File: config.mk
export PLATFORM = sky130hd
export DESIGN_NAME = fpd_decode
export DESIGN_NICKNAME = d
export VERILOG_FILES = /design/src/hdl/fpd_pkg.sv /design/src/hdl/fpd_decode.sv
export SDC_FILE = /design/constraint.sdc
export NUM_CORES = 1
export LEC_CHECK = 0
export BUFFER_PORTS_ARGS = -buffer_cell sky130_fd_sc_hd__buf_2
export CAP_MARGIN = 5
export CORE_MARGIN = 2
export CORE_UTILIZATION = 51
export CTS_CLUSTER_DIAMETER = 60
export DETAILED_ROUTE_END_ITERATION = 8
export PLACE_DENSITY = 0.79
export SYNTH_ARGS = -nofsm -noshare
export SYNTH_HDL_FRONTEND = slang
export SYNTH_SLANG_ARGS = --single-unit
export TNS_END_PERCENT = 20
File: constraint.sdc
create_clock -name mclk -period 2.07 [get_ports mclk]
set_input_delay 0.207 -clock mclk [delete_from_list [all_inputs] [get_ports mclk]]
set_output_delay 0.207 -clock mclk [all_outputs]
set_load 0.02 [all_outputs]
File: src/hdl/fpd_pkg.sv
// Package for the external flash programming mode decoder
package fpd_pkg;

  // ==========================================================
  // Select pin patterns {p26, p27, p36, p37, p25}
  // ==========================================================
  localparam logic [4:0] SEL_WR_LOWER  = 5'h0E;
  localparam logic [4:0] SEL_WR_UPPER  = 5'h0F;
  localparam logic [4:0] SEL_LOCK1     = 5'h1F;
  localparam logic [4:0] SEL_LOCK2     = 5'h19;
  localparam logic [4:0] SEL_LOCK3     = 5'h15;
  localparam logic [4:0] SEL_ERASE     = 5'h11;
  localparam logic [4:0] SEL_SIG       = 5'h00;
  // Read patterns ignore port2_bit7, which toggles
  localparam logic [4:0] SEL_RD_MASK   = 5'h17;
  localparam logic [4:0] SEL_RD_LOWER  = 5'h06;
  localparam logic [4:0] SEL_RD_UPPER  = 5'h07;

  // Lock bit positions
  localparam int LOCK1_POS = 0;
  localparam int LOCK2_POS = 1;
  localparam int LOCK3_POS = 2;
  localparam logic [2:0] LOCK_RST = 3'h0;

  // Least clock while writing flash
  localparam int MIN_WRITE_CLK_MHZ = 4;

  // ==========================================================
  // Types
  // ==========================================================
  typedef enum logic [3:0] {
    FPD_OP_NONE,
    FPD_OP_WR_LOWER,
    FPD_OP_RD_LOWER,
    FPD_OP_WR_UPPER,
    FPD_OP_RD_UPPER,
    FPD_OP_LOCK1,
    FPD_OP_LOCK2,
    FPD_OP_LOCK3,
    FPD_OP_ERASE,
    FPD_OP_SIG
  } fpd_op_e;

  typedef struct packed {
    logic rst_pin;
    logic program_store_enable_n;
    logic addr_latch_program_strobe;
    logic external_access_vpp;
    logic port2_bit6;
    logic port2_bit7;
    logic port3_bit6;
    logic port3_bit7;
    logic port2_bit5;
  } fpd_pins_s;

  typedef struct packed {
    logic wr_lower;
    logic wr_upper;
    logic mass_erase;
    logic rd_lower;
    logic rd_upper;
    logic rd_sig;
  } fpd_cmd_s;

endpackage : fpd_pkg

File: src/hdl/fpd_decode.sv
// External flash programming mode decoder
`timescale 1ns/1ps
module fpd_decode
  import fpd_pkg::*;
(
  input  wire logic      mclk,      // 250 MHz clock
  input  wire logic      rst,       // Async reset, active high
  input  wire fpd_pins_s pins,      // Programming pins, synchronous
  output fpd_cmd_s       cmd,       // One-cycle operation pulses, signature a level
  output logic [2:0]     lock_bits, // Sticky lock bits
  output fpd_op_e        mode       // Decoded mode, registered
);

  // ==========================================================
  // Decode
  // ==========================================================
  logic      [4:0] sel;
  logic            prog_en;
  logic            strobe_rise;
  logic            toggle;
  fpd_op_e         op;
  fpd_pins_s       pins_ff;
  fpd_cmd_s        nxt_cmd;
  logic      [2:0] nxt_lock;

  // Select pattern
  assign sel = {pins.port2_bit6, pins.port2_bit7, pins.port3_bit6,
                pins.port3_bit7, pins.port2_bit5};

  // Programming mode gate
  assign prog_en = pins.rst_pin & ~pins.program_store_enable_n
                 & pins.external_access_vpp;

  // Strobe pulse completes on its rising edge (low phase held first)
  assign strobe_rise = pins.addr_latch_program_strobe
                     & ~pins_ff.addr_latch_program_strobe;

  // Read strobe: port2_bit7 moved since the last sample
  assign toggle = pins.port2_bit7 ^ pins_ff.port2_bit7;

  // ==========================================================
  // Pattern matches
  // ==========================================================
  // Write family matches the full five-pin pattern; one stray pin can
  // alias onto a neighbouring operation, since SEL_WR_LOWER and SEL_WR_UPPER differ only in port2_bit5
  wire hit_wr_lower = (sel == SEL_WR_LOWER);
  wire hit_wr_upper = (sel == SEL_WR_UPPER);
  wire hit_lock1    = (sel == SEL_LOCK1);
  wire hit_lock2    = (sel == SEL_LOCK2);
  wire hit_lock3    = (sel == SEL_LOCK3);
  wire hit_erase    = (sel == SEL_ERASE);
  wire hit_sig      = (sel == SEL_SIG);

  // Read family ignores port2_bit7, which the programmer toggles
  wire hit_rd_lower = ((sel & SEL_RD_MASK) == SEL_RD_LOWER);
  wire hit_rd_upper = ((sel & SEL_RD_MASK) == SEL_RD_UPPER);

  // ==========================================================
  // Strobe qualifiers
  // ==========================================================
  // Strobe level now, and strobe held high over two samples
  wire stb_now = pins.addr_latch_program_strobe;
  wire st_hi   = stb_now & pins_ff.addr_latch_program_strobe;

  // Write family fires once per strobe pulse, only while gated
  wire wr_fire = prog_en & strobe_rise;

  // Read family fires once per port2_bit7 move with strobe steady high;
  // the sample on which the strobe first goes high never counts as a read,
  // which keeps the write patterns from doubling as reads
  wire rd_fire = prog_en & st_hi & toggle;

  // Signature stays up for as long as the strobe is high
  wire sig_lvl = prog_en & stb_now & hit_sig;

  // ==========================================================
  // Mode decode
  // ==========================================================
  // Strobe level separates the read family from the write pattern that
  // shares its pins; anything else falls back to the plain pattern.
  // The mode is for observation only and changes no stored state.
  always_comb
  begin
    op = FPD_OP_NONE;
    if (prog_en && stb_now && hit_rd_lower)
      op = FPD_OP_RD_LOWER;
    else if (prog_en && stb_now && hit_rd_upper)
      op = FPD_OP_RD_UPPER;
    else if (prog_en)
    begin
      unique case (sel)
        SEL_WR_LOWER: op = FPD_OP_WR_LOWER;
        SEL_WR_UPPER: op = FPD_OP_WR_UPPER;
        SEL_LOCK1:    op = FPD_OP_LOCK1;
        SEL_LOCK2:    op = FPD_OP_LOCK2;
        SEL_LOCK3:    op = FPD_OP_LOCK3;
        SEL_ERASE:    op = FPD_OP_ERASE;
        SEL_SIG:      op = FPD_OP_SIG;
        default:      op = FPD_OP_NONE;
      endcase
    end
  end

  // ==========================================================
  // Command pulses
  // ==========================================================
  // Packed in the field order of the command carrier; all but the
  // signature are single-cycle pulses, the signature is a level
  assign nxt_cmd = {wr_fire & hit_wr_lower,
                    wr_fire & hit_wr_upper,
                    wr_fire & hit_erase,
                    rd_fire & hit_rd_lower,
                    rd_fire & hit_rd_upper,
                    sig_lvl};

  // ==========================================================
  // Lock bits
  // ==========================================================
  // Each lock bit is set by its own pattern and never cleared by another;
  // mass erase and reset are the only ways back to the reset value
  wire set_lock1 = wr_fire & hit_lock1;
  wire set_lock2 = wr_fire & hit_lock2;
  wire set_lock3 = wr_fire & hit_lock3;
  wire clr_locks = wr_fire & hit_erase;

  // Next lock state; unmatched patterns keep the present value
  always_comb
  begin
    nxt_lock = lock_bits;
    if (set_lock1)
      nxt_lock[LOCK1_POS] = 1'h1;
    if (set_lock2)
      nxt_lock[LOCK2_POS] = 1'h1;
    if (set_lock3)
      nxt_lock[LOCK3_POS] = 1'h1;
    if (clr_locks)
      nxt_lock = LOCK_RST;
  end

  // ==========================================================
  // Registers
  // ==========================================================
  // Pin history for edge and toggle detection; cleared to the idle
  // programmer levels so no false strobe rise follows reset
  always_ff @(posedge mclk or posedge rst)
  begin
    if (rst)
      pins_ff <= '0;
    else
      pins_ff <= pins;
  end

  // Command outputs, one cycle each except the signature level
  always_ff @(posedge mclk or posedge rst)
  begin
    if (rst)
      cmd <= '0;
    else
      cmd <= nxt_cmd;
  end

  // Sticky lock bits
  always_ff @(posedge mclk or posedge rst)
  begin
    if (rst)
      lock_bits <= LOCK_RST;
    else
      lock_bits <= nxt_lock;
  end

  // Decoded mode, registered so the output comes from a flip-flop
  always_ff @(posedge mclk or posedge rst)
  begin
    if (rst)
      mode <= FPD_OP_NONE;
    else
      mode <= op;
  end

endmodule : fpd_decode

After elaboration in Yosys (flattened, before gate mapping)
Index checks and enable logic that the tools add are counted.
Word-level totals
  memory bits (read-only): 0
  bits in latches: 0
  word-level logic and storage cells: 55
  memories kept: 0
  RAM bits: 0
  bits in registers: 15
Cells by class
  divide/modulo/power cells: 0
  shift-type cells: 0
  equal/unequal tests: 8
  reduce and logical (&&, ||, !) cells: 7
  multipliers: 0
  add/subtract/negate cells: 0
  multiplexer cells: 8
  bitwise gates (word level): 20
  $lt $le $gt $ge: 0
Operators with widths (number)
  case mux 4 bit (7 select lines): 1
  equality test 5 bit (second input constant): 4
  bitwise AND 1 bit: 17
  2-to-1 mux 4 bit: 3
  equality test 5 x 4 -> 1 bit (second input constant): 2
  equality test 4 x 3 -> 1 bit (second input constant): 2
  nonzero test 2 bit: 3
  logical NOT 5 bit: 1
  logical AND 1 bit: 3
  2-to-1 mux 1 bit: 3
  2-to-1 mux 3 bit: 1
  inverter 1 bit: 2
  XOR 1 bit: 1

Logic depth before layout (Yosys ltp)
Gate-level depths: netlist of the first run.
  depth after elaboration: 7
  depth in mapped cells: 5
  depth with buffers taken out: 4

Worst setup path after synthesis of the first run
OpenSTA, ideal clock, no wires.
  path type: input port to flip-flop
  from: in pins[0] (netlist name)
  to: reg lock_bits[1]
  arrival: 1.232 ns
  cell stages on the path: 5
  setup slack: 0.711 ns
  buffers on the path: 1
  library setup time: 0.128 ns
  cell sequence: buf_2 -> nand2_1 -> or3_4 -> nor3_2 -> mux2_1
Between the ends
  cells in the longest elaborated chain, start to end: 3
  elaborated cells on any way between the ends: 6
Ends and longest elaborated chain
  start, declared: line fpd_decode.sv:8  | input wire fpd_pins_s pins,
  equality test 5 bit (on tied branches): line fpd_decode.sv:51, fpd_decode.sv:49
  bitwise AND 1 bit (on tied branches): line fpd_decode.sv:124, fpd_decode.sv:122
  2-to-1 mux 3 bit or nonzero test 2 bit (tied branches)
  end signal, assigned: line fpd_decode.sv:168  | lock_bits <= nxt_lock;
  end, declared: line fpd_decode.sv:10  | output logic [2:0] lock_bits,
Several ways; a longest one is shown, not always the timed one.
A chain may end at the register's enable or synchronous reset.

Worst setup path after layout of the first run
  from: reg pins_ff[6] (netlist name)
  to: reg lock_bits[1]
Between the ends
  cells in the longest elaborated chain, start to end: 5
  elaborated cells on any way between the ends: 7
Ends and longest elaborated chain
  start, declared: line fpd_decode.sv:22  | fpd_pins_s pins_ff;
  start signal, assigned: line fpd_decode.sv:150  | pins_ff <= pins;
  inverter 1 bit *: line fpd_decode.sv:36  | & ~pins_ff.addr_latch_program_strobe;
  bitwise AND 1 bit *: line fpd_decode.sv:36
  bitwise AND 1 bit *: line fpd_decode.sv:66  | wire wr_fire = prog_en & strobe_rise;
  bitwise AND 1 bit (on tied branches): line fpd_decode.sv:124, fpd_decode.sv:122
  2-to-1 mux 3 bit or nonzero test 2 bit (tied branches)
Mark *: on every way between the ends. The rest lies on a longest branch, timed or not.

==> metrics.md, run 1 <==
| Metric | Value |
|---|---|
| RD Place Congestion | `0.801` |
| CP delay by family, top | `simple AND/OR/NAND/NOR gates` |
| Final Hold Fails | `0` |
| Placement Rows | `13` |
| PostCTS Resize Cnt | `0` |
| Setup TNS | `0 ns` |
| Synth area leader | `dfrtp_1` |
| Layout cell share with drive strength beyond 1 | `0.309` |
| Total wire length | `1310 um` |
| R2R depth | `3` |
| CP bufs+invs | `0` |
| Setup CP Type | `reg -> reg` |
| Critical path's largest stage delay | `0.42 ns` |
| Port bufs | `23` |
| Syn Area/Cell | `10.0 um2` |
| # Post-CTS Setup Buffers | `0` |
| Hold WS | `0.105 ns` |
| Clk slew on worst S/H paths | `0.09 ns` |
| Vias | `590` |
| Nets | `106` |
| Number of global-route vias before repair | `495` |
| Largest net degree at the start of global routing | `16` |
| Tmin final | `1.40 ns` |
| Drt pass-1 iters | `4` |
| CTS tree | `yes` |
| Sw Share | `0.251` |
| Critical-path top delay cell | `dfrtp_1` |
| Critical path peak fanout | `4` |
| Initial DRC count | `19` |
| Synth cell types | `27` |
| Die Y-Extent | `41.3 um` |
| Yosys Warn Count | `0` |
| Max-slew violations | `0` |
| Initial antenna violation count | `0` |
| Clk_skew | `0.00696 ns` |
| Final core utilization | `0.660` |
| Syn Inst Count | `71` |
| CP Cell Sequence | `or3_4 -> nor3_2 -> mux2_1` |
| Most common cell after layout, fill and taps aside | `buf_2` |
| Die X | `41.3 um` |
| Global-route usage over all layers | `0.195` |
| Flop pwr share | `0.568` |
| CP Capture Type | `flip-flop` |
| DP Area | `822 um2` |
| Vias per inst | `5.41` |
| Combinational power share | `0.120` |
| Status | `finished clean` |
| Mapped cell area | `711 um2` |
| CP arrival | `1.57 ns` |
| DIE AREA | `1710 um2` |
| Switch Pwr | `0.000133 W` |
| Worst-Margin Slew | `0.545 ns` |
| Worst hold-check path type | `in -> reg` |
| P&R area growth vs syn | `20.8%` |
| Critical path startpoint category | `flip-flop` |
| Final setup viols | `0` |
| DP HPWL | `979 um` |
| Initial Utilization | `0.546` |
| Worst VDD drop | `0.428 mV` |
| Internal | `0.000396 W` |
| Clk root buf | `clkbuf_4` |
| H-Tree Depth | `1` |
| Slew HR | `0.636` |
| Clock network fraction of design power | `0.312` |
| Post-synthesis net count | `82` |
| Worst Hold Depth | `1` |
| Pwr dens | `616 nW/um2` |
| Diode count | `0` |
| CTS sink cnt | `15` |
| # Max-Cap Violations | `0` |
| Top-Level Pins | `24` |
| Fin crit share | `0.674` |
| Clock Latency Late Sink | `0.28 ns` |
| Seq cells post-synth | `15` |
| First-pass GRT wire length | `2150 um` |
| Core area | `1300 um2` |
| FMAX | `717 MHz` |
| CTS Buf Count | `3` |
| Yosys top cell area share | `0.528` |
| CTS Buffer Depth | `2` |
| Leak | `0.445 nW` |
| DRC violations left | `0` |
| Critical Path Stages | `3` |
| Most frequent cells in the layout | `buf_2, dfrtp_1, nor3_1` |
| Final Instance Area | `858 um2` |
| Seq/Total Area, Yosys | `0.528` |
| WL/cell | `12.0 um` |
| Congestion Overflow GR | `0` |
| RSZ-0062 raised after global routing | `no` |
| Crit path required time | `2.24 ns` |
| Design Power | `0.000529 W` |
| Top post-synthesis cells by area | `dfrtp_1, nor3_1, mux2_1` |
| Residual antenna-violating net count after detailed routing | `0` |
[power groups by stage]
stage / registers (W) / clock network [W] / logic [W]
after global placement: 0.000306 / 0 / 0.0000610
after CTS: 0.000300 / 0.000170 / 0.0000640
after floorplan: 0.000309 / 0 / 0.0000402
final: 0.000300 / 0.000165 / 0.0000635
after detailed placement: 0.000306 / 0 / 0.0000626
after global routing: 0.000301 / 0.000181 / 0.0000727
[cells by family (layout without fill, tap and decap cells)]
family	after synthesis	after routing	share of synthesized area
and+or+nand+nor	33	33	0.275
DFF	15	15	0.528
AOI/OAI and AO/OA	10	10	0.0810
buffers and inverters	8	31	0.0475
xor gates and xnor gates	3	3	0.0370
muxes	2	2	0.0317
[cell usage after synthesis]
| master | instances |
|---|---|
| and3_1 | 1 |
| nor3_1 | 8 |
| and3b_1 | 2 |
| xnor2_1 | 2 |
| a31oi_1 | 2 |
| nand4bb_1 | 1 |
| nand4b_1 | 1 |
| or3_4 | 1 |
| clkbuf_2 | 1 |
| nand2b_1 | 1 |
| nand3b_1 | 2 |
| mux2_1 | 2 |
| xor2_1 | 1 |
| inv_1 | 3 |
| a211oi_1 | 1 |
| clkbuf_1 | 2 |
| nand2_1 | 5 |
| nor3_2 | 2 |
| and2_1 | 1 |
| a21oi_1 | 3 |
| nor2_1 | 6 |
| o21ai_0 | 3 |
| nand3_1 | 1 |
| buf_2 | 2 |
| nand4_1 | 1 |
| dfrtp_1 | 15 |
| a21boi_0 | 1 |
[area by class of cell]
type | count | area, um2
Tap cell | 15 | 18.8
Clock buffer | 4 | 26.3
Timing Repair Buffer | 24 | 125
Multi-Input combinational cell | 48 | 302
Inverter | 3 | 11.3
Fill cell | 116 | 443
Sequential cell | 15 | 375
[metal layers]
layer,vias to the layer above,GRT usage,wire length [um]
met5,-,0,0
met4,0,0.0968,9
met3,2,0.0319,79
met2,26,0.297,640
met1,269,0.268,575
li1,293,-,-
[flip-flops by register name, summed over array words and instances (netlist names)]
name and cells:
cmd 6, mode 4, lock_bits 3, pins_ff 2
[final timing paths]
kind,start,end,slack [ns]
max,pins_ff[6]$_DFF_PP0_,lock_bits[1]$_DFFE_PP0P_,0.67
min in group asynchronous,rst,lock_bits[1]$_DFFE_PP0P_,0.50
max reg2reg,pins_ff[6]$_DFF_PP0_,lock_bits[1]$_DFFE_PP0P_,0.67
min,pins[6],pins_ff[6]$_DFF_PP0_,0.10
min reg2reg,lock_bits[2]$_DFFE_PP0P_,lock_bits[2]$_DFFE_PP0P_,0.49
max in group asynchronous,rst,pins_ff[3]$_DFF_PP0_,1.20
[through the flow]
step,setup WS [ns],cells
after global placement,0.568,104
final,0.674,109
after floorplan,0.711,71
after global routing,0.607,109
after CTS,0.695,109
after detailed placement,0.536,104
[timing repair]
action | 4_1_cts | 5_1_grt
hold buffers | 1 | 0
endpoints found under the hold margin | 15 | 0
endpoints found under the setup margin | 0 | 0
Power figures use the tool's default switching activity.
==> inputs of run 2 (changes only) <==
--- a/config.mk
+++ b/config.mk
@@ -8,10 +8,10 @@
 export BUFFER_PORTS_ARGS = -buffer_cell sky130_fd_sc_hd__buf_2
 export CAP_MARGIN = 5
 export CORE_MARGIN = 2
-export CORE_UTILIZATION = 51
+export CORE_UTILIZATION = 47
 export CTS_CLUSTER_DIAMETER = 60
 export DETAILED_ROUTE_END_ITERATION = 8
-export PLACE_DENSITY = 0.79
+export PLACE_DENSITY = 0.73
 export SYNTH_ARGS = -nofsm -noshare
 export SYNTH_HDL_FRONTEND = slang
 export SYNTH_SLANG_ARGS = --single-unit
==> constraint.sdc (replaced) <==
create_clock -name mclk -period 1.4 [get_ports mclk]
set_input_delay 0.14 -clock mclk [delete_from_list [all_inputs] [get_ports mclk]]
set_output_delay 0.14 -clock mclk [all_outputs]
set_load 0.02 [all_outputs]
==> run 2 against run 1 <==
Net effect:
- count of clock-buffer cells in the layout unchanged
- critical endpoint unchanged
- non-clock buffer count rose by 6
- global-route usage down 2.7 points
- power rose by 50%
- wire length increased by 11%
- critical path depth did not move
- first-iteration DRC count down 37%
- cell count is 6.4% higher
- hold slack improved by 0.020 ns
- combinational power rose by 76%
- clock skew decreased by 0.0066 ns
- utilization fell by 3.1 points
==> metrics.md, run 2 (synthesis results as in run 1) <==
| Metric | Value |
|---|---|
| Core area | `1450 um2 (+12%)` |
| Worst VDD drop | `0.596 mV (+39%)` |
| CTS tree | `yes` |
| Clk_skew | `0.000410 ns (-0.00655 ns)` |
| Critical-path top delay cell | `dfrtp_1` |
| Setup CP Type | `reg -> reg` |
| Initial Utilization | `0.489 (-0.0573)` |
| Internal | `0.000597 W (+51%)` |
| Final setup viols | `0 (unchanged)` |
| Vias per inst | `5.22 (-3.5%)` |
| CP delay by family, top | `simple AND/OR/NAND/NOR gates` |
| Design Power | `0.000794 W (+50%)` |
| Port bufs | `23 (unchanged)` |
| CP bufs+invs | `0 (unchanged)` |
| Global-route usage over all layers | `0.168 (-0.0273)` |
| Worst hold-check path type | `in -> reg` |
| Critical path startpoint category | `flip-flop` |
| Clk root buf | `clkbuf_4` |
| Die Y-Extent | `42.9 um (+3.8%)` |
| Worst reg2reg startpoint | `pins_ff[6]$_DFF_PP0_` |
| Met1 wire length | `615 um (+7.0%)` |
| Vias | `606 (+2.7%)` |
| Combinational power share | `0.141 (+0.021)` |
| Layout cell share with drive strength beyond 1 | `0.360 (+0.0515)` |
| Largest register by flop count | `cmd` |
| Clock Latency Late Sink | `0.28 ns (about the same)` |
| FMAX | `738 MHz (+3.0%)` |
| Diode count | `0 (unchanged)` |
| Most frequent cells in the layout | `buf_2, dfrtp_1, nor3_1` |
| Drt pass-1 iters | `3 (-1)` |
| Fin crit share | `0.968 (+0.294)` |
| Clock network fraction of design power | `0.301 (-0.011)` |
| Worst-Margin Slew | `0.551 ns (+0.00578 ns)` |
| Pre-CTS setup slack | `-0.0372 ns (-0.573 ns)` |
| P&R area growth vs syn | `28.7%` |
| DP Area | `868 um2 (+5.6%)` |
| Critical Path Source | `pins_ff[6]$_DFF_PP0_` |
| CTS Buf Count | `3 (unchanged)` |
| CTS sink cnt | `15 (unchanged)` |
| Nets | `112 (+5.7%)` |
| Total wire length | `1450 um (+11%)` |
| DRC violations left | `0 (unchanged)` |
| CP arrival | `1.52 ns (-0.05 ns)` |
| Max-slew violations | `0 (unchanged)` |
| Flop pwr share | `0.558 (-0.010)` |
| Highest Signal Layer | `met4` |
| Crit path required time | `1.57 ns (-0.67 ns)` |
| DP HPWL | `1070 um (+9.1%)` |
| Congestion Overflow GR | `0 (unchanged)` |
| Pwr dens | `869 nW/um2 (+41%)` |
| Sw Share | `0.249 (-0.00192)` |
| Switch Pwr | `0.000198 W (+49%)` |
| First-pass GRT wire length | `2250 um (+4.5%)` |
| Most common cell after layout, fill and taps aside | `buf_2` |
| H-Tree Depth | `1 (unchanged)` |
| RD Place Congestion | `0.828 (+3.4%)` |
| Final Hold Fails | `0 (unchanged)` |
| Status | `finished clean` |
| Setup TNS | `0 ns (unchanged)` |
| Tmin final | `1.36 ns (-0.0400 ns)` |
| Final Instance Area | `915 um2 (+6.6%)` |
| WL/cell | `12.5 um (+4.0%)` |
| Slew HR | `0.632 (-0.00386)` |
| DR WL met2 | `749 um (+17%)` |
| Critical path peak fanout | `2 (-2)` |
| CP Capture Type | `flip-flop` |
| Die X | `42.9 um (+3.8%)` |
| Initial DRC count | `12 (-7)` |
| Placement Rows | `14 (+1)` |
| CP Cell Sequence | `or3_4 -> nor3_2 -> mux2_1` |
| # Max-Cap Violations | `0 (unchanged)` |
| Clk slew on worst S/H paths | `0.08 ns (about the same)` |
| Leak | `0.474 nW (+6.6%)` |
| Setup WS post-layout | `0.0444 ns (-0.630 ns)` |
| Top-Level Pins | `24 (unchanged)` |
| Critical path's largest stage delay | `0.39 ns (-0.03 ns)` |
| Largest net degree at the start of global routing | `16 (unchanged)` |
| CTS Buffer Depth | `2 (unchanged)` |
| Residual antenna-violating net count after detailed routing | `0 (unchanged)` |
| Max reg flops | `6 (unchanged)` |
| DIE AREA | `1840 um2 (+7.7%)` |
| Hold Crit Start | `pins[3]` |
| Initial antenna violation count | `0 (unchanged)` |
| Met3 wire length | `66 um (-16%)` |
| Number of global-route vias before repair | `535 (+8.1%)` |
| Top flop regs | `cmd (6), mode (4), lock_bits (3)` |
run 2: layer usage:
layer  vias up  global-route usage
met5         -                   0
met4         0              0.0563
met3         2              0.0383
met2        16               0.300
met1       282               0.195
li1        306                   -
run 2: through the flow:
stage | utilization | std cells | hold slack (ns)
after floorplan | - | 71 | 0.0415
after global placement | 0.597 | 111 | 0.198
after detailed placement | 0.597 | 111 | 0.212
after CTS | 0.622 | 116 | 0.104
after global routing | 0.629 | 116 | 0.124
final | 0.629 | 116 | 0.124
run 2: final timing paths:
kind / endpoint / slack [ns] / cells past startpoint
setup / recovery: lock_bits[1]$_DFFE_PP0P_ / 0.04 / 3
setup reg to reg: lock_bits[1]$_DFFE_PP0P_ / 0.04 / 3
hold / removal: pins_ff[3]$_DFF_PP0_ / 0.12 / 1
hold reg to reg: lock_bits[1]$_DFFE_PP0P_ / 0.50 / 1
max in group asynchronous: cmd[5]$_DFF_PP0_ / 0.59 / 3
min in group asynchronous: mode[2]$_DFF_PP0_ / 0.45 / 3
run 2: what timing repair did:
action / 4_1_cts / 5_1_grt
setup buffers: 0 / 0
gates resized for setup: 0 / 2
hold buffers: 1 / 0
setup endpoints to repair: 0 / 1
endpoints found under the hold margin: 15 / 0
run 2: final cells by class:
class | count | area [um2]
fillers | 122 | 539
flip-flops and latches | 15 | 375
multi-input cells | 48 | 312
repair buffers | 30 | 170
clock buffers | 4 | 26.3
well taps | 16 | 20.0
inverters | 3 | 11.3
run 2: worst reg2reg max path: stages (launching register included):
cell     delay (ns)
dfrtp_1        0.39
or3_4          0.36
nor3_2         0.16
mux2_1         0.33
run 2: power by group through the flow:
stage / Sequential, W / Combinational [W] / Clock (W)
6_report: 0.000443 / 0.000112 / 0.000239
5_1_grt: 0.000444 / 0.000124 / 0.000267
4_1_cts: 0.000443 / 0.000110 / 0.000248
3_5_place_dp: 0.000452 / 0.000107 / 0
3_3_place_gp: 0.000451 / 0.000104 / 0
2_1_floorplan: 0.000457 / 0.0000594 / 0
